===== src/design/tms_consts.svh =====
`ifndef TMS_CONSTS_SVH
`define TMS_CONSTS_SVH
`define TMS_CLK_NS 100
`define TMS_MODE_SLEEP 3'h0
`define TMS_MODE_STANDBY 3'h1
`define TMS_MODE_SYNTH 3'h2
`define TMS_MODE_TX 3'h3
`define TMS_MODE_RX 3'h4
`define TMS_FEI_BITS 4
`define TMS_TIMEOUT_BITS 16
`define TMS_TEMP_MAX_US 100
`define TMS_TEMP_CYCLES ((`TMS_TEMP_MAX_US * 1000) / `TMS_CLK_NS)
`define TMS_TEMP_CONV_CYCLES 16'h0200
`define TMS_DIGITAL_DELAY_NS 5000
`define TMS_DIGITAL_CYCLES ((`TMS_DIGITAL_DELAY_NS + `TMS_CLK_NS - 1) / `TMS_CLK_NS)
`define TMS_PA_REG_CYCLES 16'h0004
`define TMS_OSC_CYCLES 16'h0020
`define TMS_OFFSET_STEP_HZ 488
`endif


===== src/design/tms_pkg.sv =====
package tms_pkg;
  typedef enum logic [7:0] {
    SEQ_IDLE = 8'h01,
    SEQ_OSC = 8'h02,
    SEQ_SYNTH = 8'h04,
    SEQ_PAREG = 8'h08,
    SEQ_RAMP = 8'h10,
    SEQ_TXRUN = 8'h20,
    SEQ_RX = 8'h40,
    SEQ_DIRECT = 8'h80
  } tms_seq_e;
  typedef logic [15:0] tms_count_t;
endpackage


===== src/design/tms_timer.sv =====
`timescale 1ns/1ps
// loadable down counter; done pulses one cycle when the count runs out
module tms_timer (
  input wire logic clock_in,
  input wire logic reset_in,
  input wire logic start_in,
  input wire logic stop_in,
  input wire logic [23:0] load_in,
  output logic busy_out,
  output logic done_out
);
  logic [23:0] count;
  logic [23:0] next_count;
  logic busy;
  logic next_busy;
  logic done;
  logic next_done;
  always_comb begin
    next_count = count;
    next_busy = busy;
    next_done = 1'b0;
    if (start_in) begin
      next_count = (load_in == 24'h0) ? 24'h1 : load_in;
      next_busy = 1'b1;
    end else if (stop_in) begin
      next_busy = 1'b0;
    end else if (busy) begin
      if (count == 24'h1) begin
        next_busy = 1'b0;
        next_done = 1'b1;
      end
      next_count = count - 24'h1;
    end
  end
  always_ff @(posedge clock_in) begin
    if (reset_in) begin
      count <= 24'h0;
      busy <= 1'b0;
      done <= 1'b0;
    end else begin
      count <= next_count;
      busy <= next_busy;
      done <= next_done;
    end
  end
  assign busy_out = busy;
  assign done_out = done;
endmodule


===== src/design/tms_sequencer.sv =====
`timescale 1ns/1ps
`include "tms_consts.svh"
// Notes on behaviour
// - signed frequency error stored in step units
// - each error evaluation ends within four bits
// - correction subtracted from carrier setting
// - auto enable corrects at every receive entry
// - otherwise correction starts on host start bit
// - auto correction clears old value if enabled
// - correction phase uses correction filter bandwidth
// - low index adds offset field times 488 Hz
// - temperature only in standby or synthesizer
// - temperature result minus one degree per lsb
// - temperature running clears within 100 us
// - timeout if level flag absent after start
// - timeout after flag plus threshold period
// - mode field selects five basic modes
// - listen enable overrides mode field
// - sequencer disable switches mode directly
// - sleep to transmit via standby and synthesizer
// - regulator, then ramp, then data clock
// - lock pin high once synthesizer locked
// - tx delay 5us plus 1.25 ramp plus half bit; the code also adds 4 regulator cycles before the ramp
module tms_sequencer (
  input wire logic clock_in,
  input wire logic reset_in,
  input wire logic [2:0] mode_in,
  input wire logic listen_enable_in,
  input wire logic sequencer_disable_in,
  input wire logic [15:0] bit_cycles_in,
  input wire logic [15:0] amp_ramp_time_in,
  input wire logic osc_ready_in,
  input wire logic synth_lock_in,
  input wire logic auto_correction_enable_in,
  input wire logic correction_start_in,
  input wire logic correction_auto_clear_in,
  input wire logic low_index_correction_enable_in,
  input wire logic [7:0] low_index_offset_in,
  input wire logic [15:0] freq_error_sample_in,
  input wire logic [23:0] carrier_setting_in,
  input wire logic [2:0] rx_bandwidth_in,
  input wire logic [2:0] correction_bandwidth_in,
  input wire logic temp_start_in,
  input wire logic [7:0] temp_adc_in,
  input wire logic [7:0] rx_start_timeout_in,
  input wire logic [7:0] threshold_timeout_in,
  input wire logic signal_level_threshold_in,
  output logic [2:0] active_mode_out,
  output logic listen_active_out,
  output logic osc_enable_out,
  output logic synth_enable_out,
  output logic tx_enable_out,
  output logic rx_enable_out,
  output logic amp_regulator_out,
  output logic amp_ramp_out,
  output logic data_clock_enable_out,
  output logic synth_lock_out,
  output logic [15:0] freq_error_result_out,
  output logic [15:0] freq_correction_result_out,
  output logic [23:0] carrier_out,
  output logic [2:0] channel_bandwidth_out,
  output logic correction_busy_out,
  output logic correction_start_clear_out,
  output logic temp_running_out,
  output logic temp_start_clear_out,
  output logic [7:0] temp_value_out,
  output logic timeout_out
);
  ////////////////////////////////////////////////////////////////////////
  // pin inputs pass two flops
  logic [1:0] osc_sync;
  logic [1:0] lock_sync;
  logic [1:0] level_sync;
  always_ff @(posedge clock_in) begin
    if (reset_in) begin
      osc_sync <= 2'h0;
      lock_sync <= 2'h0;
      level_sync <= 2'h0;
    end else begin
      osc_sync <= {osc_sync[0], osc_ready_in};
      lock_sync <= {lock_sync[0], synth_lock_in};
      level_sync <= {level_sync[0], signal_level_threshold_in};
    end
  end
  wire osc_ok = osc_sync[1];
  wire locked = lock_sync[1];
  wire level = level_sync[1];

  function automatic logic [23:0] mul24(input logic [15:0] a, input logic [7:0] b);
    logic [23:0] p;
    p = 24'(a) * 24'(b);
    return p;
  endfunction

  ////////////////////////////////////////////////////////////////////////
  // mode sequencer
  tms_pkg::tms_seq_e state;
  tms_pkg::tms_seq_e next_state;
  logic [2:0] cur_mode;
  logic [2:0] next_cur_mode;
  logic seq_start;
  logic [23:0] seq_load;
  logic seq_busy;
  logic seq_done;
  wire [2:0] target = mode_in;
  // ramp is weighted 1.25 times; tx delay fixed digital plus half bit
  wire [23:0] ramp_cycles = 24'(amp_ramp_time_in) + 24'(amp_ramp_time_in >> 2);
  wire [23:0] tx_digital = 24'(`TMS_DIGITAL_CYCLES) + 24'(bit_cycles_in >> 1);
  always_comb begin
    next_state = state;
    next_cur_mode = cur_mode;
    seq_start = 1'b0;
    seq_load = 24'h0;
    if (listen_enable_in) begin
      next_state = tms_pkg::SEQ_IDLE;
      next_cur_mode = `TMS_MODE_STANDBY;
    end else if (sequencer_disable_in) begin
      next_state = tms_pkg::SEQ_DIRECT;
      next_cur_mode = target;
    end else begin
      case (state)
        tms_pkg::SEQ_IDLE, tms_pkg::SEQ_DIRECT, tms_pkg::SEQ_RX, tms_pkg::SEQ_TXRUN: begin
          if (target != cur_mode) begin
            if (target == `TMS_MODE_SLEEP || target == `TMS_MODE_STANDBY) begin
              next_cur_mode = target;
              next_state = tms_pkg::SEQ_IDLE;
            end else if (cur_mode == `TMS_MODE_SLEEP) begin
              next_cur_mode = `TMS_MODE_STANDBY;
              next_state = tms_pkg::SEQ_OSC;
            end else begin
              next_cur_mode = `TMS_MODE_SYNTH;
              next_state = tms_pkg::SEQ_SYNTH;
            end
          end
        end
        tms_pkg::SEQ_OSC: begin
          if (osc_ok) begin
            next_cur_mode = `TMS_MODE_SYNTH;
            next_state = tms_pkg::SEQ_SYNTH;
          end
        end
        tms_pkg::SEQ_SYNTH: begin
          if (target == `TMS_MODE_SYNTH) begin
            next_state = tms_pkg::SEQ_IDLE;
          end else if (locked) begin
            if (target == `TMS_MODE_TX) begin
              next_cur_mode = `TMS_MODE_TX;
              next_state = tms_pkg::SEQ_PAREG;
              seq_start = 1'b1;
              seq_load = 24'(`TMS_PA_REG_CYCLES) + tx_digital;
            end else if (target == `TMS_MODE_RX) begin
              next_cur_mode = `TMS_MODE_RX;
              next_state = tms_pkg::SEQ_RX;
            end else begin
              next_state = tms_pkg::SEQ_IDLE;
            end
          end
        end
        tms_pkg::SEQ_PAREG: begin
          if (seq_done) begin
            next_state = tms_pkg::SEQ_RAMP;
            seq_start = 1'b1;
            seq_load = ramp_cycles;
          end
        end
        tms_pkg::SEQ_RAMP: begin
          if (seq_done) begin
            next_state = tms_pkg::SEQ_TXRUN;
          end
        end
        default: begin
          next_state = tms_pkg::SEQ_IDLE;
        end
      endcase
    end
  end
  always_ff @(posedge clock_in) begin
    if (reset_in) begin
      state <= tms_pkg::SEQ_IDLE;
      cur_mode <= `TMS_MODE_SLEEP;
    end else begin
      state <= next_state;
      cur_mode <= next_cur_mode;
    end
  end
  tms_timer u_seq_timer (
    .clock_in(clock_in),
    .reset_in(reset_in),
    .start_in(seq_start),
    .stop_in(state != tms_pkg::SEQ_PAREG && state != tms_pkg::SEQ_RAMP),
    .load_in(seq_load),
    .busy_out(seq_busy),
    .done_out(seq_done)
  );
  wire in_tx = cur_mode == `TMS_MODE_TX;
  wire in_rx = cur_mode == `TMS_MODE_RX;
  wire direct = state == tms_pkg::SEQ_DIRECT;
  assign active_mode_out = cur_mode;
  assign listen_active_out = listen_enable_in;
  assign osc_enable_out = cur_mode != `TMS_MODE_SLEEP;
  assign synth_enable_out = cur_mode == `TMS_MODE_SYNTH || in_tx || in_rx;
  assign tx_enable_out = in_tx;
  assign rx_enable_out = in_rx;
  assign amp_regulator_out = in_tx && (direct || state != tms_pkg::SEQ_IDLE);
  assign amp_ramp_out = in_tx && (direct || state == tms_pkg::SEQ_RAMP ||
                                  state == tms_pkg::SEQ_TXRUN);
  assign data_clock_enable_out = in_tx && (direct || state == tms_pkg::SEQ_TXRUN);
  assign synth_lock_out = locked;

  ////////////////////////////////////////////////////////////////////////
  // frequency error measurement and correction
  logic corr_busy;
  logic next_corr_busy;
  logic [15:0] freq_error_measure;
  logic [15:0] next_fei;
  logic [15:0] corr;
  logic [15:0] next_corr;
  logic [23:0] carrier;
  logic [23:0] next_carrier;
  logic [23:0] corr_cnt;
  logic [23:0] next_corr_cnt;
  logic rx_prev;
  logic corr_clear;
  // offset in synthesizer steps; the step figure is carried on the offset input
  wire [15:0] low_offset = 16'(low_index_offset_in);
  wire auto_go = auto_correction_enable_in && in_rx && !rx_prev;
  wire manual_go = !auto_correction_enable_in && correction_start_in;
  always_comb begin
    next_corr_busy = corr_busy;
    next_fei = freq_error_measure;
    next_corr = corr;
    next_carrier = carrier;
    next_corr_cnt = corr_cnt;
    corr_clear = 1'b0;
    if (!corr_busy && (auto_go || manual_go)) begin
      next_corr_busy = 1'b1;
      corr_clear = manual_go;
      next_corr_cnt = mul24(bit_cycles_in, 8'(`TMS_FEI_BITS));
      if (auto_go && correction_auto_clear_in) begin
        next_carrier = carrier + 24'($signed(corr));
        next_corr = 16'h0;
      end
    end else if (corr_busy) begin
      if (corr_cnt <= 24'h1) begin
        next_corr_busy = 1'b0;
        next_fei = freq_error_sample_in;
        next_corr = low_index_correction_enable_in ?
                    freq_error_sample_in + low_offset : freq_error_sample_in;
        next_carrier = carrier - 24'($signed(next_corr));
      end else begin
        next_corr_cnt = corr_cnt - 24'h1;
      end
    end
  end
  always_ff @(posedge clock_in) begin
    if (reset_in) begin
      corr_busy <= 1'b0;
      freq_error_measure <= 16'h0;
      corr <= 16'h0;
      carrier <= 24'h0;
      corr_cnt <= 24'h0;
      rx_prev <= 1'b0;
    end else begin
      corr_busy <= next_corr_busy;
      freq_error_measure <= next_fei;
      corr <= next_corr;
      carrier <= next_carrier;
      corr_cnt <= next_corr_cnt;
      rx_prev <= in_rx;
    end
  end
  wire [23:0] base_carrier = carrier_setting_in + carrier;
  assign carrier_out = base_carrier;
  assign freq_error_result_out = freq_error_measure;
  assign freq_correction_result_out = corr;
  assign correction_busy_out = corr_busy;
  assign correction_start_clear_out = corr_clear;
  assign channel_bandwidth_out = corr_busy ? correction_bandwidth_in : rx_bandwidth_in;

  ////////////////////////////////////////////////////////////////////////
  // temperature; ends well inside the documented bound
  logic temp_go;
  logic temp_busy;
  logic temp_done;
  logic [7:0] temp_val;
  logic [7:0] next_temp_val;
  wire temp_mode_ok = cur_mode == `TMS_MODE_STANDBY || cur_mode == `TMS_MODE_SYNTH;
  // running covers the store cycle, so the value is valid once the flag clears
  wire temp_active = temp_busy || temp_done;
  assign temp_go = temp_start_in && temp_mode_ok && !temp_active;
  tms_timer u_temp_timer (
    .clock_in(clock_in),
    .reset_in(reset_in),
    .start_in(temp_go),
    .stop_in(1'b0),
    .load_in(24'(`TMS_TEMP_CONV_CYCLES)),
    .busy_out(temp_busy),
    .done_out(temp_done)
  );
  always_comb begin
    next_temp_val = temp_val;
    if (temp_done) begin
      next_temp_val = 8'hff - temp_adc_in;
    end
  end
  always_ff @(posedge clock_in) begin
    if (reset_in) begin
      temp_val <= 8'h0;
    end else begin
      temp_val <= next_temp_val;
    end
  end
  assign temp_running_out = temp_active;
  assign temp_start_clear_out = temp_go;
  assign temp_value_out = temp_val;

  ////////////////////////////////////////////////////////////////////////
  // receive timeouts
  logic level_prev;
  logic to_start;
  logic [23:0] to_load;
  logic to_done;
  logic to_busy;
  wire [15:0] unit16 = 16'(bit_cycles_in << 4);
  always_comb begin
    to_start = 1'b0;
    to_load = 24'h0;
    if (in_rx && !rx_prev && rx_start_timeout_in != 8'h0) begin
      to_start = 1'b1;
      to_load = mul24(unit16, rx_start_timeout_in);
    end else if (in_rx && level && !level_prev) begin
      to_start = threshold_timeout_in != 8'h0;
      to_load = mul24(unit16, threshold_timeout_in);
    end
  end
  always_ff @(posedge clock_in) begin
    if (reset_in) begin
      level_prev <= 1'b0;
    end else begin
      level_prev <= level;
    end
  end
  tms_timer u_to_timer (
    .clock_in(clock_in),
    .reset_in(reset_in),
    .start_in(to_start),
    .stop_in(!in_rx || (level && !level_prev && threshold_timeout_in == 8'h0)),
    .load_in(to_load),
    .busy_out(to_busy),
    .done_out(to_done)
  );
  assign timeout_out = to_done && in_rx;
endmodule


===== config.mk =====
export PLATFORM = sky130hd
export DESIGN_NAME = tms_sequencer
export DESIGN_NICKNAME = d
export VERILOG_FILES = /design/src/design/tms_pkg.sv /design/src/design/tms_timer.sv /design/src/design/tms_sequencer.sv
export VERILOG_INCLUDE_DIRS = /design/src /design/src/design
export SDC_FILE = /design/constraint.sdc
export NUM_CORES = 1
export LEC_CHECK = 0
export ABC_AREA = 1
export BUFFER_PORTS_ARGS = -buffer_cell sky130_fd_sc_hd__buf_2
export CORE_MARGIN = 5
export CORE_UTILIZATION = 56
export CTS_CLUSTER_SIZE = 24
export DETAILED_ROUTE_END_ITERATION = 8
export PLACE_DENSITY_LB_ADDON = 0.1
export SLEW_MARGIN = 5
export SYNTH_ARGS = -nofsm -noshare
export SYNTH_HDL_FRONTEND = slang
export SYNTH_SLANG_ARGS = --single-unit

===== constraint.sdc =====
create_clock -name clock_in -period 7.5 [get_ports clock_in]
set_clock_uncertainty 0.2 [all_clocks]
set_input_delay 1.5 -clock clock_in [delete_from_list [all_inputs] [get_ports clock_in]]
set_output_delay 1.5 -clock clock_in [all_outputs]
set_load 0.01 [all_outputs]

# Word level (Yosys, flattened, before mapping)

Index checks and enable logic that the tools add are counted.

Add/subtract/negate cells: 12
Multiply operators: 2
Magnitude comparators: 1
Eq/ne operators: 45
Muxes and demuxes: 82
Bitwise logic cells: 5
Reduce and logical (&&, ||, !) cells: 68

Operators with widths:

| operator                                                         | count |
|---|---|
| 2-to-1 mux 24 bit                                                | 13 |
| 2-to-1 mux 17 bit                                                | 7 |
| subtractor 24 x 1 -> 24 bit (second input constant)              | 4 |
| 2-to-1 mux 16 bit                                                | 5 |
| == test 24 x 1 -> 1 bit (second input constant)                  | 3 |
| 2-to-1 mux 8 bit                                                 | 7 |
| 2-to-1 mux 18 bit                                                | 3 |
| adder 24 bit                                                     | 2 |
| logical NOT 24 bit                                               | 2 |
| multiplier 12 x 8 -> 20 bit                                      | 2 |
| case mux 8 bit (5 select lines)                                  | 1 |
| case mux 17 bit (2 select lines)                                 | 1 |
| 2-to-1 mux 3 bit                                                 | 11 |
| 2-to-1 mux 1 bit                                                 | 27 |
| less-or-equal comparator 24 x 1 -> 1 bit (second input constant) | 1 |
| inequality test 4 bit (second input constant)                    | 6 |
| subtractor 24 bit                                                | 1 |
| 2-to-1 mux 10 bit                                                | 2 |
| logical AND 1 bit                                                | 18 |
| adder 16 x 14 -> 17 bit                                          | 1 |
| adder 3 x 16 -> 17 bit (first input constant)                    | 1 |
| adder 16 x 8 -> 16 bit                                           | 1 |
| adder 6 x 15 -> 16 bit (first input constant)                    | 1 |
| nonzero test 8 bit                                               | 2 |
| other kinds (41)                                                 | 93 |

Register bits after elaboration: 186
Output and inout bits: 84

# Longest topological paths before layout

Depth after elaboration: 11
Depth in mapped cells: 31
Depth with buffers taken out: 31

# Cells and area by module

A second synthesis with hierarchy kept.

Cell total of the unflattened synthesis: 3346
Area total of the unflattened synthesis: 21659.5 um^2

Modules (own cells, without submodules):

| module        | instances | cells an instance | area an instance (um^2) | sequential area each (um^2) |
|---|---|---|---|---|
| tms_sequencer | 1         | 2410              | 15747.6                 | 2162.1 |
| tms_timer     | 3         | 312               | 1970.6                  | 520.5 |

# Worst setup path after synthesis

Ideal clock, no wire load.

Path type: in2reg
Start point: input bit_cycles_in[7]
End point: register u_to_timer.count[0]
Arrival: 5.769 ns
Path slack: 1.461 ns
Stages: 22
Path through: clkbuf_1 > buf_1 > nand2_1 > fa_1 > inv_1 > fa_1 > fa_1 > inv_1 > fa_1 > inv_1 > ha_1 > a21oi_1 > o21ai_0 > a21oi_1 > nand2_1 > o21ai_0 > nand2_1 > nor2_1 > nand2_1 > nor2_1 > nand3_1 > a21oi_1

Longest elaborated chain between the ends: 6
Elaborated cells between the ends (all ways): 7
Classes of those cells: mul (2); mux (4); reduce/logical (1)

RTL lines:

| element                     | RTL line             | text |
|---|---|---|
| from (decl)                 | tms_sequencer.sv:30  | `input wire logic [15:0] bit_cycles_in,` |
| multiplier 12 x 8 -> 20 bit | tms_sequencer.sv:91  | `p = 24'(a) * 24'(b);` |
| 2-to-1 mux 24 bit           | tms_sequencer.sv:331 | `end else if (in_rx && level && !level_prev) begin` |
| 2-to-1 mux 24 bit *         | tms_sequencer.sv:328 | `if (in_rx && !rx_prev && rx_start_timeout_in != 8'h0) begin` |
| logical NOT 24 bit *        | tms_timer.sv:23      | `next_count = (load_in == 24'h0) ? 24'h1 : load_in;` |
| 2-to-1 mux 24 bit *         | tms_timer.sv:23      |  |
| 2-to-1 mux 24 bit *         | tms_timer.sv:22      | `if (start_in) begin` |
| to (signal assigned)        | tms_timer.sv:41      | `count <= next_count;` |
| to (decl)                   | tms_timer.sv:12      | `logic [23:0] count;` |

Mark *: on every way between the ends. The rest lies on a longest branch, timed or not.
A chain may end at the register's enable or synchronous reset.

# Worst setup path after layout

Start point: input bit_cycles_in[3]
End point: register u_to_timer.count[0]

The elaborated chain is that of the path after synthesis.

==> results.cfg <==
[run_status]
outcome = finished clean

[route]
drtPass1Iterations = 6
wire_per_inst_um = 15.6
first_iter_violations = 1552
vias_per_cell = 5.46
drc = 0
routed_wl_um = 60300
postRouteAntennaNets = 0
vias = 21164

[power]
total_power_mw = 4.67
irDropWorstVdd_mv = 0.184
cellLeakagePower_nw = 12.6
p_per_area_nw_per_um2 = 205

[critical_path]
crit_required_ps = 7670
cp.arrival_ps = 6260
crit_fanout = 20
critPathKind = in2reg
crit_buf_inv = 4
cp-end-kind = flip-flop
crit_family = adder cells
cp_slowest_cell = fa_1
worstPathCellList = buf_2, nand2_1, inv_1, fa_1, fa_1, fa_1, inv_1, fa_1, inv_1, ha_1, a21oi_1, o21ai_0, nand2_1, nand3_1, o21ai_0, nand2_1, nor2_1, nand2_1, nor2_1, nand3_1, a21oi_1
max_stage_delay_ps = 560
cp-start-kind = input pin

[die]
rows = 70
die_h_um = 203
die-area_um2 = 41300
core_area_um2 = 36800
die_w_um = 203
ioPinCount = 209
initial_core_util = 0.569

[place]
portBuffers = 208
dp_hpwl_um = 48100
dp_slack_ps = 993
globalplace.congestion = 0.950

[clock_tree]
ctsHoldBuffers = 0
clockBufferDepth = 2
post_cts_resized = 0
cts_buffers = 17
htree_levels = 4
clkSinkCount = 186
insertion_delay_ps = 460
cts.clk_slew.worst_paths_ps = 70
post_cts_buffers = 0
cts_tree = built
clockRootBuffer = clkbuf_16

[final_layout]
syn_to_final_growth_pct = 8.97
fin_nets = 3804
drive_gt1_frac = 0.100
num-fill-cells = 3631

[sta]
fin_tns_setup_ps = 0
rsz0062_at_grt = no
worst_pin_slew_ps = 1110
fmax_ghz = 0.164
period_share = 0.812
slew_viol_final = 0
whs_ps = 204
worst_slew_margin_rel = 0.260
setup_ws_ps = 1410
hold_viol_final = 0
setup_violations = 0
period_needed_ps = 6090

[yosys]
yosys-top-cells-area = dfxtp_1, nand2_1, fa_1, inv_1, ha_1
synth.cell_area_um2 = 20900
synth_edf_count = 0
synthTopCellsByCount = nand2_1, inv_1, nor2_1
syn-num-nets = 3660
synth_top_cell_area_share = 0.178
dominantRegCellSynth = dfxtp_1
synth.largest_area_cell = dfxtp_1
yosysMostFrequentCell = nand2_1
synth_cell_type_count = 61
ys_seq_area_frac = 0.178
synthArstFlopShare = 0
ys.warnings.count = 0
ys_ff_latch = 186
postSynthCellCount = 3253
avgSynthCellArea_um2 = 6.43

[job]
cap_viol_max_count = 0

[global_route]
grt_util_all_layers = 0.288
grt.overflow.total = 0
grt_max_degree = 60
grt_pass1_wl_um = 99900
grt_pass1_vias = 20537
antenna_found_initial = 2

[hold_path]
hp-class = reg2reg
[power by group]
group          total, mW  switching (mW)  internal (mW)
registers           1.12          0.0680           1.05
logic               2.63            1.71          0.919
clock network      0.916           0.432          0.484
[cell usage in the layout (no fill, tap or decap), types with 4 or more instances in the layout]
cell type,n
clkbuf_16,17
a221oi_1,7
o21bai_1,7
nand3b_1,6
nand2_2,9
o21ai_2,4
a31oi_1,29
nor2_2,19
fa_1,124
xor2_1,53
buf_2,208
nand2_4,4
nand3_2,5
nor2_1,287
inv_6,4
nand3_1,166
nor3_1,49
and2_1,4
o21ai_0,192
inv_2,14
nor4_1,23
dfxtp_1,186
o211ai_1,11
o21ai_1,20
nor2_4,6
ha_1,158
o21a_1,9
xnor2_1,41
nand4_1,41
a211oi_1,10
o22ai_1,5
a21o_1,7
nand2_1,780
clkinvlp_4,4
buf_4,8
inv_1,597
or2_2,15
a21oi_1,237
[worst min-delay path: stages (launching register included)]
cell and delay, ps:
dfxtp_1 300, inv_1 40, nor2_1 30
[metrics by stage]
step | area [um^2] | cells | util
CTS | 22800 | 3878 | 0.620
global placement | 22200 | 3846 | 0.604
floorplan | 20900 | 3253 | -
finish | 22800 | 3879 | 0.620
global route | 22800 | 3879 | 0.620
detailed placement | 22200 | 3846 | 0.604
[metal layers]
| metal | share of wire | global-route usage |
|---|---|---|
| met1 | 0.45 | 0.389 |
| met2 | 0.46 | 0.484 |
| met5 | 0.00022 | 0 |
| met4 | 0.020 | 0.0730 |
| met3 | 0.068 | 0.0469 |
[path summary, 6_finish.rpt]
path	from	end	slack, ps	depth (start not counted)
worst max register to register	active_mode_out[1]	carrier[18]	2480	22
worst min register to register	level_sync[0]	level_sync[1]	200	2
worst max-delay path	bit_cycles_in[3]	u_to_timer.count[0]	1410	21
worst min-delay path	level_sync[0]	level_sync[1]	200	2
[kinds of logic (layout without fill, tap and decap cells)]
logic type | after synthesis | count (layout) | share of synthesized area
AO/OA/AOI/OAI | 553 | 553 | 0.144
AND/OR/NAND/NOR | 1431 | 1431 | 0.296
adder cells (fa/ha/maj) | 282 | 282 | 0.213
other | 0 | 1 | 0
flip-flops | 186 | 186 | 0.178
XOR/XNOR | 94 | 94 | 0.0393
buffers and inverters | 707 | 864 | 0.130
[registers in the layout, indices dropped and copies added (netlist names), 2 cells and up]
name and count:
carrier 24, corr_cnt 24, u_seq_timer.count 24, u_temp_timer.count 24, u_to_timer.count 24, freq_correction_result_out 16, freq_error_result_out 16, state 8
temp_value_out 8, active_mode_out 3, level_sync 2, lock_sync 2, osc_sync 2
[cell type report]
type	count	area, um^2	share of cell area
Multi-Input combinational cell	2360	14500	0.635
Sequential cell	186	3720	0.163
Inverter	616	2320	0.102
Timing Repair Buffer	216	1100	0.0483
Tap cell	468	586	0.0257
Clock buffer	19	453	0.0199
Clock inverter	13	131	0.00576
Antenna cell	1	2.50	0.000110
Power figures use the tool's default switching activity.
